## config.mk

```make
export PLATFORM = sky130hd
export DESIGN_NAME = sgfc_switch_global_forwarding_control
export DESIGN_NICKNAME = d
export VERILOG_FILES = /design/src/sgfc_pkg.sv /design/src/sgfc_switch_global_forwarding_control.sv
export SDC_FILE = /design/constraint.sdc
export NUM_CORES = 1
export LEC_CHECK = 0
export ABC_AREA = 1
export CAP_MARGIN = 20
export CORE_ASPECT_RATIO = 0.8
export CORE_MARGIN = 5
export CORE_UTILIZATION = 35
export CTS_BUF_LIST = sky130_fd_sc_hd__clkbuf_16
export DETAILED_ROUTE_END_ITERATION = 8
export DONT_BUFFER_PORTS = 1
export PLACE_DENSITY = 0.58
export SYNTH_ARGS = -nofsm -noshare
export SYNTH_HDL_FRONTEND = slang
export SYNTH_SLANG_ARGS = --single-unit
```

## constraint.sdc

```tcl
create_clock -name clock -period 1.1 [get_ports clock]
set_input_delay 0.11 -clock clock [delete_from_list [all_inputs] [get_ports clock]]
set_output_delay 0.11 -clock clock [all_outputs]
set_load 0.05 [all_outputs]
```

## src/sgfc_pkg.sv

```systemverilog
package sgfc_pkg;
  // Register offsets
  localparam logic [7:0] SGFC_OFS_LIMITS = 8'h04;
  localparam logic [7:0] SGFC_OFS_FEATURES = 8'h05;
  // Field positions, frame limits register
  localparam int SGFC_BIT_UCAST_VLAN_DISCARD = 7;
  localparam int SGFC_BIT_MCAST_STORM_OFF = 6;
  localparam int SGFC_BIT_BACKPRESSURE_MODE = 5;
  localparam int SGFC_BIT_FAIR_MODE = 4;
  localparam int SGFC_BIT_NO_COLL_DROP = 3;
  localparam int SGFC_BIT_HUGE = 2;
  localparam int SGFC_BIT_SIZE_CHECK_OFF = 1;
  localparam int SGFC_BIT_PRIO_RESERVE = 0;
  // Field positions, forwarding features register
  localparam int SGFC_BIT_TAG_VLAN = 7;
  localparam int SGFC_BIT_IGMP_SNOOP = 6;
  localparam int SGFC_BIT_DIRECT = 5;
  localparam int SGFC_BIT_PRETAG = 4;
  localparam int SGFC_BIT_SCHED_HI = 3;
  localparam int SGFC_BIT_SCHED_LO = 2;
  localparam int SGFC_BIT_TAG_MASK = 1;
  localparam int SGFC_BIT_SNIFF_AND = 0;
  // Reset values; bits 3 and 1 of limits are overlaid from straps
  localparam logic [7:0] SGFC_RST_LIMITS = 8'hF0;
  localparam logic [7:0] SGFC_RST_FEATURES = 8'h00;
  // Frame length limits in bytes
  localparam logic [10:0] SGFC_LEN_UNTAGGED = 11'h5EE;
  localparam logic [10:0] SGFC_LEN_TAGGED = 11'h5F2;
  localparam logic [10:0] SGFC_LEN_LEGACY = 11'h600;
  localparam logic [10:0] SGFC_LEN_HUGE = 11'h77C;
  // Reserved high-priority buffers per output queue
  localparam logic [6:0] SGFC_PRIO_BUFFERS = 7'h30;
  // Scheduling ratios high:low, zero means strict priority
  localparam logic [3:0] SGFC_RATIO_STRICT = 4'h0;
  localparam logic [3:0] SGFC_RATIO_10 = 4'hA;
  localparam logic [3:0] SGFC_RATIO_5 = 4'h5;
  localparam logic [3:0] SGFC_RATIO_2 = 4'h2;
endpackage

```

## src/sgfc_switch_global_forwarding_control.sv

```systemverilog
`timescale 1ns/1ps
// How it works
// - Check disabled: accept up to 1536 bytes
// - Else 1522 tagged, 1518 untagged limits
// - Reserve bit gives 48 high-priority buffers
// - Tag VLAN bit turns 802.1q mode
// - Snooping sends IGMP frames to MII
// - Direct mode forwards by preamble, no lookup
// - Pre-tag puts source port in preamble
// - Scheme field: strict, 10/1, 5/1, 2/1
// - Tag mask uses low 5 VID bits
// - Sniff set: source and destination match
// - Sniff clear: source or destination matches
// - Huge bit allows 1916, overrides check
module sgfc_switch_global_forwarding_control
  import sgfc_pkg::*;
#(
  parameter int RESERVE_BUFFERS = int'(SGFC_PRIO_BUFFERS)
)
(
  input wire logic clock,
  input wire logic reset,
  input wire logic size_limit_strap_pin,
  input wire logic collision_strap_pin,
  input wire logic [7:0] reg_addr,
  input wire logic reg_write,
  input wire logic [7:0] reg_write_data,
  input wire logic reg_read,
  output logic [7:0] reg_read_data,
  output logic reg_read_valid,
  output logic [10:0] max_len_tagged,
  output logic [10:0] max_len_untagged,
  output logic cpu_special_tag_id_exempt_from_tag_limit,
  output logic [6:0] reserved_hi_buffers,
  output logic tag_vlan_enable,
  output logic igmp_to_mii_enable,
  output logic mii_direct_enable,
  output logic mii_pretag_enable,
  output logic sched_strict,
  output logic [3:0] sched_ratio,
  output logic vid_port_mask_enable,
  output logic sniff_match_both,
  output logic ucast_vlan_discard,
  output logic mcast_storm_excluded,
  output logic backpressure_carrier,
  output logic fair_mode,
  output logic no_collision_drop
);

  typedef enum logic [1:0] {SGFC_ST_STRAP, SGFC_ST_RUN} sgfc_state_t;

  sgfc_state_t state_q, state_d;
  logic [7:0] limits_q, limits_d;
  logic [7:0] features_q, features_d;
  logic [7:0] rdata_q, rdata_d;
  logic rvalid_q, rvalid_d;
  logic [10:0] len_tag_q, len_tag_d;
  logic [10:0] len_untag_q, len_untag_d;
  logic [6:0] resv_q, resv_d;
  logic [3:0] ratio_q, ratio_d;
  logic strict_q, strict_d;

  // The reserve count must fit the seven-bit output
  if (RESERVE_BUFFERS < 1 || RESERVE_BUFFERS > 127) begin : g_bad_reserve
    $error("RESERVE_BUFFERS must lie in 1..127");
  end

  // Read mux shared by the read path; unmapped offsets read zero
  function automatic logic [7:0] sgfc_read(input logic [7:0] addr,
                                           input logic [7:0] lim,
                                           input logic [7:0] feat);
    logic [7:0] val;
    val = 8'h00;
    case (addr)
      SGFC_OFS_LIMITS: val = lim;
      SGFC_OFS_FEATURES: val = feat;
      default: val = 8'h00;
    endcase
    return val;
  endfunction

  // Register state: strap capture one cycle after reset, then host writes
  always_comb begin
    state_d = state_q;
    limits_d = limits_q;
    features_d = features_q;
    rdata_d = rdata_q;
    rvalid_d = 1'b0;
    case (state_q)
      SGFC_ST_STRAP: begin
        // Straps are sampled after release, never under reset itself
        limits_d[SGFC_BIT_SIZE_CHECK_OFF] = size_limit_strap_pin;
        limits_d[SGFC_BIT_NO_COLL_DROP] = collision_strap_pin;
        state_d = SGFC_ST_RUN;
      end
      SGFC_ST_RUN: begin
        // Writes take effect next cycle with no reset needed
        if (reg_write && reg_addr == SGFC_OFS_LIMITS) begin
          limits_d = reg_write_data;
        end
        if (reg_write && reg_addr == SGFC_OFS_FEATURES) begin
          features_d = reg_write_data;
        end
      end
      default: state_d = SGFC_ST_RUN;
    endcase
    if (reg_read) begin
      rdata_d = sgfc_read(reg_addr, limits_q, features_q);
      rvalid_d = 1'b1;
    end
  end

  always_ff @(posedge clock) begin
    if (reset) begin
      state_q <= SGFC_ST_STRAP;
      limits_q <= SGFC_RST_LIMITS;
      features_q <= SGFC_RST_FEATURES;
      rdata_q <= 8'h00;
      rvalid_q <= 1'b0;
    end else begin
      state_q <= state_d;
      limits_q <= limits_d;
      features_q <= features_d;
      rdata_q <= rdata_d;
      rvalid_q <= rvalid_d;
    end
  end

  // Derived policy values; huge setting wins over the size check bit
  always_comb begin
    if (limits_d[SGFC_BIT_HUGE]) begin
      len_tag_d = SGFC_LEN_HUGE;
      len_untag_d = SGFC_LEN_HUGE;
    end else if (limits_d[SGFC_BIT_SIZE_CHECK_OFF]) begin
      len_tag_d = SGFC_LEN_LEGACY;
      len_untag_d = SGFC_LEN_LEGACY;
    end else begin
      len_tag_d = SGFC_LEN_TAGGED;
      len_untag_d = SGFC_LEN_UNTAGGED;
    end
    resv_d = limits_d[SGFC_BIT_PRIO_RESERVE] ? 7'(RESERVE_BUFFERS) : 7'h00;
    strict_d = (features_d[SGFC_BIT_SCHED_HI:SGFC_BIT_SCHED_LO] == 2'b00);
    case (features_d[SGFC_BIT_SCHED_HI:SGFC_BIT_SCHED_LO])
      2'b01: ratio_d = SGFC_RATIO_10;
      2'b10: ratio_d = SGFC_RATIO_5;
      2'b11: ratio_d = SGFC_RATIO_2;
      default: ratio_d = SGFC_RATIO_STRICT;
    endcase
  end

  // Registered so each derived output comes from a flip-flop, same cycle as the fields
  always_ff @(posedge clock) begin
    if (reset) begin
      len_tag_q <= SGFC_LEN_TAGGED;
      len_untag_q <= SGFC_LEN_UNTAGGED;
      resv_q <= 7'h00;
      ratio_q <= SGFC_RATIO_STRICT;
      strict_q <= 1'b1;
    end else begin
      len_tag_q <= len_tag_d;
      len_untag_q <= len_untag_d;
      resv_q <= resv_d;
      ratio_q <= ratio_d;
      strict_q <= strict_d;
    end
  end

  // Output fields straight from the register flops
  assign reg_read_data = rdata_q;
  assign reg_read_valid = rvalid_q;
  assign max_len_tagged = len_tag_q;
  assign max_len_untagged = len_untag_q;
  // Special-tagged CPU frames are never counted as tagged, in every mode
  assign cpu_special_tag_id_exempt_from_tag_limit = 1'b1;
  assign reserved_hi_buffers = resv_q;
  assign tag_vlan_enable = features_q[SGFC_BIT_TAG_VLAN];
  assign igmp_to_mii_enable = features_q[SGFC_BIT_IGMP_SNOOP];
  assign mii_direct_enable = features_q[SGFC_BIT_DIRECT];
  assign mii_pretag_enable = features_q[SGFC_BIT_PRETAG];
  assign sched_strict = strict_q;
  assign sched_ratio = ratio_q;
  assign vid_port_mask_enable = features_q[SGFC_BIT_TAG_MASK];
  // One flag carries both sniff modes: 1 = AND match, 0 = OR match
  assign sniff_match_both = features_q[SGFC_BIT_SNIFF_AND];
  assign ucast_vlan_discard = limits_q[SGFC_BIT_UCAST_VLAN_DISCARD];
  assign mcast_storm_excluded = limits_q[SGFC_BIT_MCAST_STORM_OFF];
  assign backpressure_carrier = limits_q[SGFC_BIT_BACKPRESSURE_MODE];
  assign fair_mode = limits_q[SGFC_BIT_FAIR_MODE];
  assign no_collision_drop = limits_q[SGFC_BIT_NO_COLL_DROP];

endmodule // sgfc_switch_global_forwarding_control

```

# Word level (Yosys, flattened, before mapping)
# Index checks and enable logic that the tools add are counted.
totals:
  reg_bits: 60
  latch_bits: 0
  ram_bits: 0
  mem_bits_ro: 0
  input_bits: 22
  output_inout_bits: 55
  memories: 0
op_classes:
  add_sub_neg: 0
  multipliers: 0
  div: 0
  magnitude_cmp: 0
  eq_ne: 6
  n_shift: 0
  muxes: 15
  n_bitwise: 0
  reduce_logical: 9
op_table:
  columns: ["cell", "n"]
  rows:
  - ["two-way mux 10 bit", 4]
  - ["equality test 8 x 3 -> 1 bit, second input constant", 2]
  - ["one-hot mux 8 bit (2 select lines)", 1]
  - ["two-way mux 4 bit", 3]
  - ["one-hot mux 4 bit (3 select lines)", 1]
  - ["two-way mux 6 bit", 1]
  - ["AND reduction 2 bit", 3]
  - ["equality test 2 bit, second input constant", 2]
  - ["logical NOT 2 bit", 2]
  - ["one-hot mux 1 bit (2 select lines)", 2]
  - ["two-way mux 1 bit", 3]
  - ["equality test 2 x 1 -> 1 bit, second input constant", 1]
  - ["logical AND 1 bit", 2]
  - ["!= test 2 bit, second input constant", 1]
  - ["nonzero test 2 bit", 1]
  - ["OR reduction 2 bit", 1]

# Logic depth before layout (Yosys ltp)
# Gate-level depths: netlist of the first run.
logic_depth:
  ltp_word: 6
  depth_mapped: 9

# Least setup slack after synthesis of the first run
# No wires, ideal clock.
synth_path:
  path_type: "register -> output"
  startpoint: "register max_len_untagged[6] (netlist name)"
  endpoint: "output max_len_tagged[5]"
  t_arrival_ps: 1033
  path_slack_ps: -43
  path_stages_with_launch: 2
  path_buffers: 1
  cell_sequence: "dfxtp_1 -> buf_4"
synth_lines:
  columns: ["item", "line_no", "text"]
  rows:
  - ["end, declared", "sgfc_switch_global_forwarding_control.sv:31", "output logic [10:0] max_len_tagged,"]

==> run_results.csv, run 1 <==
group,metric,value,unit
final_layout,final_util,0.464,
final_layout,final-instance-count-excl-fill,295,
sta,fin_crit_sh,1.04,
power_and_ir_drop,pwr-share-seq,0.422,
sta,hold_slack,0.00384,ns
sta,period_needed,1.14,ns
critical_path,crit_chain,"buf_16",
floorplanning,core_area,4260,µm²
sta,grt_setup_unrepaired,"true",
drt,vias,1238,
placement,gp_congestion,0.792,
critical_path,critPathMaxFanout,9,
critical_path,cp.buffers_inverters,1,
cts,cts_tree,"done",
logic_synthesis,synthDistinctLibCells,24,
critical_path,cpMaxStageDelayCell,"buf_16",
cts,clockRootBuffer,"clkbuf_16",
global_routing,grt_max_degree,17,
power_and_ir_drop,switchingPower,820,µW
power_and_ir_drop,p_per_area,1500,nW/µm²
cts,clkSlewWorstSetupHoldPaths,0.05,ns
power_and_ir_drop,finalPower,2.97,mW
drt,drc,0,
cts,postCtsSetupRepairBufs,0,
outcome,outcome,"complete, but fails checks",
power_and_ir_drop,p_sw_frac,0.277,
critical_path,critPathKind,"flop to output pin",
power_and_ir_drop,combPwrFrac,0.147,
cts,h-tree-depth,2,
drt,wl_per_cell,12.0,µm
sta,finalMaxSlewViolations,0,
sta,hold_viol_final,0,
drt,detail-route-antenna-nets,0,
critical_path,crit_required,0.99,ns
floorplanning,initial_utilization,0.368,
outcome,violations,"negative setup slack",
sta,clock_skew,0.00459,ns
floorplanning,die_area,5920,µm²
critical_path,cp-start-kind,"flop",
global_routing,grt_pass1_vias,1221,
flow_run,max_cap_violations,0,
floorplanning,dieHeight,69.8,µm
final_layout,nNetsFinal,259,
power_and_ir_drop,vdd_ir_drop_max,1030,µV
critical_path,critPathCaptureType,"output pin",
drt,vias_per_cell,4.20,
drt,wirelength,3540,µm
global_routing,grt_pass1_wl,5860,µm
sta,finalSetupViolCount,9,
global_routing,antenna_found_initial,0,
logic_synthesis,synth_cells,215,
sta,setup_slack,-0.0404,ns
logic_synthesis,netlist_area,1570,µm²
critical_path,cp_top_family,"buffers and inverters",
final_layout,drive_gt1_frac,0.265,
final_layout,regArea,668,µm²
logic_synthesis,synth.avg_cell_area,7.29,µm²
sta,max_freq,0.877,GHz
floorplanning,row_count,21,
floorplanning,io_pins,77,
drt,drt_first_pass_iters,6,
cts,cts_buffers,5,
drt,drt_iter0_drc,72,
final_layout,antennaDiodeCount,0,
power_and_ir_drop,p_clk_frac,0.431,
final_layout,n_fill_cell,446,
placement,dp_hpwl,2620,µm
logic_synthesis,synth_seq_cells,33,
global_routing,grt.overflow.total,0,
power_and_ir_drop,p_leak,1.03,nW
cts,cts_sinks,33,
logic_synthesis,synth_warnings,0,
placement,place_inst,283,
power_and_ir_drop,internal_power,2.15,mW
critical_path,critical_path.max_stage_delay,0.39,ns
final_layout,multi_input_area,606,µm²
floorplanning,die_x,84.8,µm
critical_path,arrival,1.03,ns
global_routing,grt_use_total,0.123,
cts,clock_path_buffers,2,
cts,clk-insertion-delay-late,0.27,ns
logic_synthesis,seq_area_frac_synth,0.422,
hold_path,worstHoldPathType,"input pin to flop",
final_layout,area_delta_synth_final,26.1,%
placement,io_buffers,0,
-- registers in the layout (all words and copies together) (netlist names) --
name              flops
reg_read_data         8
features_q            8
max_len_untagged      1
sched_ratio           3
sched_strict          1
reg_read_valid        1
limits_q              7
max_len_tagged        3
state_q               1
-- per-stage QoR --
stage               instance area [µm²]  TNS, ns  worst slack [ns]
finish                             1980   -0.353           -0.0404
global route                       1980   -0.640           -0.0656
floorplan                          1600        0            0.0253
global placement                   1750        0            0.0575
detailed placement                 1750        0            0.0546
CTS                                1940   -0.411           -0.0462
-- path summary, 6_finish.rpt --
| check | start | to | slack [ns] | depth (start not counted) |
|---|---|---|---|---|
| worst min-delay path | reg_write_data[5] | features_q[5] | 0.004 | 2 |
| worst max register to register | state_q[0] | sched_ratio[3] | 0.04 | 6 |
| worst min register to register | limits_q[5] | limits_q[5] | 0.50 | 2 |
| worst max-delay path | max_len_untagged[6] | max_len_tagged[5] | -0.04 | 1 |
-- cells by family after synthesis --
| logic type | synth area share |
|---|---|
| AND/OR/NAND/NOR | 0.264 |
| buffers and inverters | 0.225 |
| flip-flops | 0.422 |
| AO/OA/AOI/OAI | 0.0839 |
| other | 0.00479 |
-- placed cells by master, fill, tap and decap left out, drive strengths merged --
cell,count
nor2,29
o211ai,4
nand3,18
clkbuf,5
o21ai,10
a21oi,6
dlygate4sd3,4
a21o,1
nand2,46
inv,31
a31oi,1
clkinv,4
dfxtp,33
conb,10
nor3,1
buf,35
-- final cells by class --
class / count / share of cell area
Timing Repair Buffer: 39 / 0.186
Clock inverter: 3 / 0.00633
Sequential cell: 33 / 0.338
Tap cell: 57 / 0.0361
Clock buffer: 5 / 0.0633
Inverter: 32 / 0.0633
Multi-Input combinational cell: 126 / 0.307
-- what timing repair did --
action,in CTS,in global routing
hold endpoints to repair,12,0
endpoints found under the setup margin,12,25
resized for setup,2,9
pin swaps,0,4
hold buffers,4,0
-- power by group through the flow --
stage	clock [mW]	sequential (mW)	combinational (mW)
2_1_floorplan	0	1.35	0.318
3_3_place_gp	0	1.27	0.411
3_5_place_dp	0	1.27	0.413
4_1_cts	1.30	1.25	0.434
5_1_grt	1.36	1.25	0.468
6_report	1.28	1.25	0.436
-- metal layers --
metal	up-vias	GRT usage	share of wire
met5	-	0	0
met4	0	0.0422	0.0054
met3	2	0.0534	0.087
met2	40	0.175	0.45
met1	530	0.164	0.46
li1	666	-	-
-- synth_stat cells, drive strengths merged --
| cell | number | area share |
|---|---|---|
| a21o | 1 | 0.0048 |
| o21ai | 10 | 0.037 |
| dfxtp | 33 | 0.42 |
| a21oi | 6 | 0.019 |
| a31oi | 1 | 0.0040 |
| nand3 | 18 | 0.072 |
| nor3 | 1 | 0.0032 |
| conb | 2 | 0.0048 |
| nor2 | 29 | 0.077 |
| o211ai | 4 | 0.019 |
| buf | 29 | 0.14 |
| inv | 31 | 0.074 |
| nand2 | 46 | 0.11 |
| clkbuf | 3 | 0.0072 |
| clkinv | 1 | 0.0024 |
No activity file was read; power rests on OpenSTA's default activity.
==> run 2: changes to the inputs <==
- SETUP_SLACK_MARGIN: default -> 0.2
==> run 2 against run 1 <==
  * Clock skew is 0.00090 ns lower
  * First-iteration DRC count fell by 33%
  * Final area rose by 25%
  * The flow still finishes with violations (negative setup slack)
  * Clock power hardly changed
  * Wire length rose by 16%
  * Fmax hardly changed
  * Combinational power grew 11%
  * Total power is 0.59% higher
  * Worst setup slack improved by 0.00081 ns
  * Final cell count increased by 5.4%
  * Hold slack improved by 0.00062 ns
  * Highest routed layer unchanged
  * Sequential share of layout area is 4.5 points lower
==> run_results.csv, run 2 (synthesis results as in run 1) <==
group,metric,value,unit
critical_path,cpMaxStageDelayCell,"buf_16",
critical_path,critPathKind,"flop to output pin",
cts,h-tree-depth,2,
power_and_ir_drop,p_per_area,1210,nW/µm²
final_layout,final_cell_mix,"33 x nand2_1, 26 x inv_1, 24 x nor2_1",
placement,dp_hpwl,2640,µm
cts,cts_tree,"done",
critical_path,crit_chain,"buf_16",
critical_path,critPathMaxFanout,9,
critical_path,critical_path.max_stage_delay,0.39,ns
global_routing,grt.overflow.total,0,
critical_path,crit_required,0.99,ns
sta,hold_viol_final,0,
hold_path,worstHoldPathType,"input pin to flop",
power_and_ir_drop,finalPower,2.98,mW
drt,vias_per_cell,4.40,
sta,grt_setup_unrepaired,"true",
critical_path,r2r_slack,0,ns
final_layout,nNetsFinal,275,
placement,post-place-ws,0.00507,ns
cts,clockRootBuffer,"clkbuf_16",
global_routing,grt_pass1_vias,1352,
critical_path,r2r-start,"state_q[0]",
floorplanning,die_x,84.8,µm
final_layout,final_common_cell,"nand2_1",
critical_path,cp_top_family,"buffers and inverters",
floorplanning,dieHeight,69.8,µm
global_routing,grt_max_degree,17,
critical_path,arrival,1.03,ns
flow_run,max_cap_violations,0,
drt,drc,0,
floorplanning,row_count,21,
final_layout,drive_gt1_frac,0.492,
critical_path,cp-start-kind,"flop",
drt,drt_first_pass_iters,4,
global_routing,antenna_found_initial,0,
cts,clock_path_buffers,2,
drt,vias,1369,
drt,wirelength,4120,µm
cts,clk-insertion-delay-late,0.27,ns
power_and_ir_drop,p_leak,1.19,nW
placement,gp_congestion,0.774,
outcome,outcome,"complete, but fails checks",
global_routing,grt_pass1_wl,6380,µm
outcome,violations,"negative setup slack",
placement,io_buffers,0,
final_layout,area_delta_synth_final,57.3,%
critical_path,critPathCaptureType,"output pin",
power_and_ir_drop,vdd_ir_drop_max,707,µV
hold_path,worstHoldStart,"collision_strap_pin",
drt,detail-route-antenna-nets,0,
sta,max_freq,0.878,GHz
drt,wl_per_cell,13.3,µm
floorplanning,die_area,5920,µm²
floorplanning,core_area,4260,µm²
sta,fin_crit_sh,1.04,
sta,period_needed,1.14,ns
sta,finalMaxSlewViolations,0,
floorplanning,initial_utilization,0.368,
critical_path,cp.buffers_inverters,1,
global_routing,grt_use_total,0.131,
sta,setup_slack,-0.0396,ns
cts,clkSlewWorstSetupHoldPaths,0.05,ns
cts,cts_buffers,5,
cts,cts_sinks,33,
sta,finalSetupViolCount,9,
final_layout,antennaDiodeCount,0,
sta,clock_skew,0.00369,ns
floorplanning,io_pins,77,
drt,drt_iter0_drc,48,
critical_path,startpoint,"max_len_untagged[6]",
==> run 2: changes by cell type in the layout (fill, tap and decap cells not counted), sizes merged <==
| cell | delta |
|---|---|
| buf | +12 |
| clkinv | -3 |
| inv | +3 |
| dlygate4sd3 | +2 |
| clkinvlp | +1 |
| dlymetal6s4s | +1 |
==> run 2: final cells by class <==
class	instances	area, µm²
Tap cell	57	71.3
Multi-Input combinational cell	126	746
Clock buffer	5	125
Fill cell	377	1790
Inverter	32	125
Timing Repair Buffer	54	656
Timing Repair inverter	1	7.51
Clock inverter	3	11.3
Sequential cell	33	722
==> run 2: worst paths after layout <==
kind,endpoint,cells past startpoint
worst max-delay path,max_len_tagged[4],1
worst min register to register,limits_q[6],2
worst max register to register,features_q[6],6
worst min-delay path,limits_q[3],2
==> run 2: per-stage QoR <==
stage	instances	hold WS, ns	utilization	area [µm²]	setup TNS, ns
after floorplan	223	0.235	-	1640	0
after global placement	281	0.177	0.420	1790	0
after detailed placement	281	0.176	0.420	1790	0
after CTS	302	0.00196	0.528	2250	-0.470
after global routing	311	0.0136	0.579	2460	-0.844
final	311	0.00447	0.579	2460	-0.349
==> run 2: metal layers <==
layer	GRT usage	up-vias	share of wire	wire, µm
met2	0.196	44	0.50	2070
met1	0.174	620	0.42	1740
met4	0.0387	0	0.011	44
li1	-	699	-	-
met5	0	-	0	0
met3	0.0511	6	0.066	272
==> run 2: power by group <==
group	total [mW]	internal, mW	leakage, nW	switching, mW
clock network	1.26	0.811	0.0776	0.452
registers	1.24	1.21	0.279	0.0277
logic	0.485	0.133	0.832	0.353
total	2.98	2.15	1.19	0.833
==> run 2: what timing repair did <==
action | 4_1_cts | 5_1_grt
hold endpoints to repair | 14 | 1
endpoints found under the setup margin | 56 | 70
gates cloned | 1 | 0
hold buffers | 6 | 1
pin swaps | 10 | 15
buffers inserted | 6 | 8
resized for setup | 63 | 41
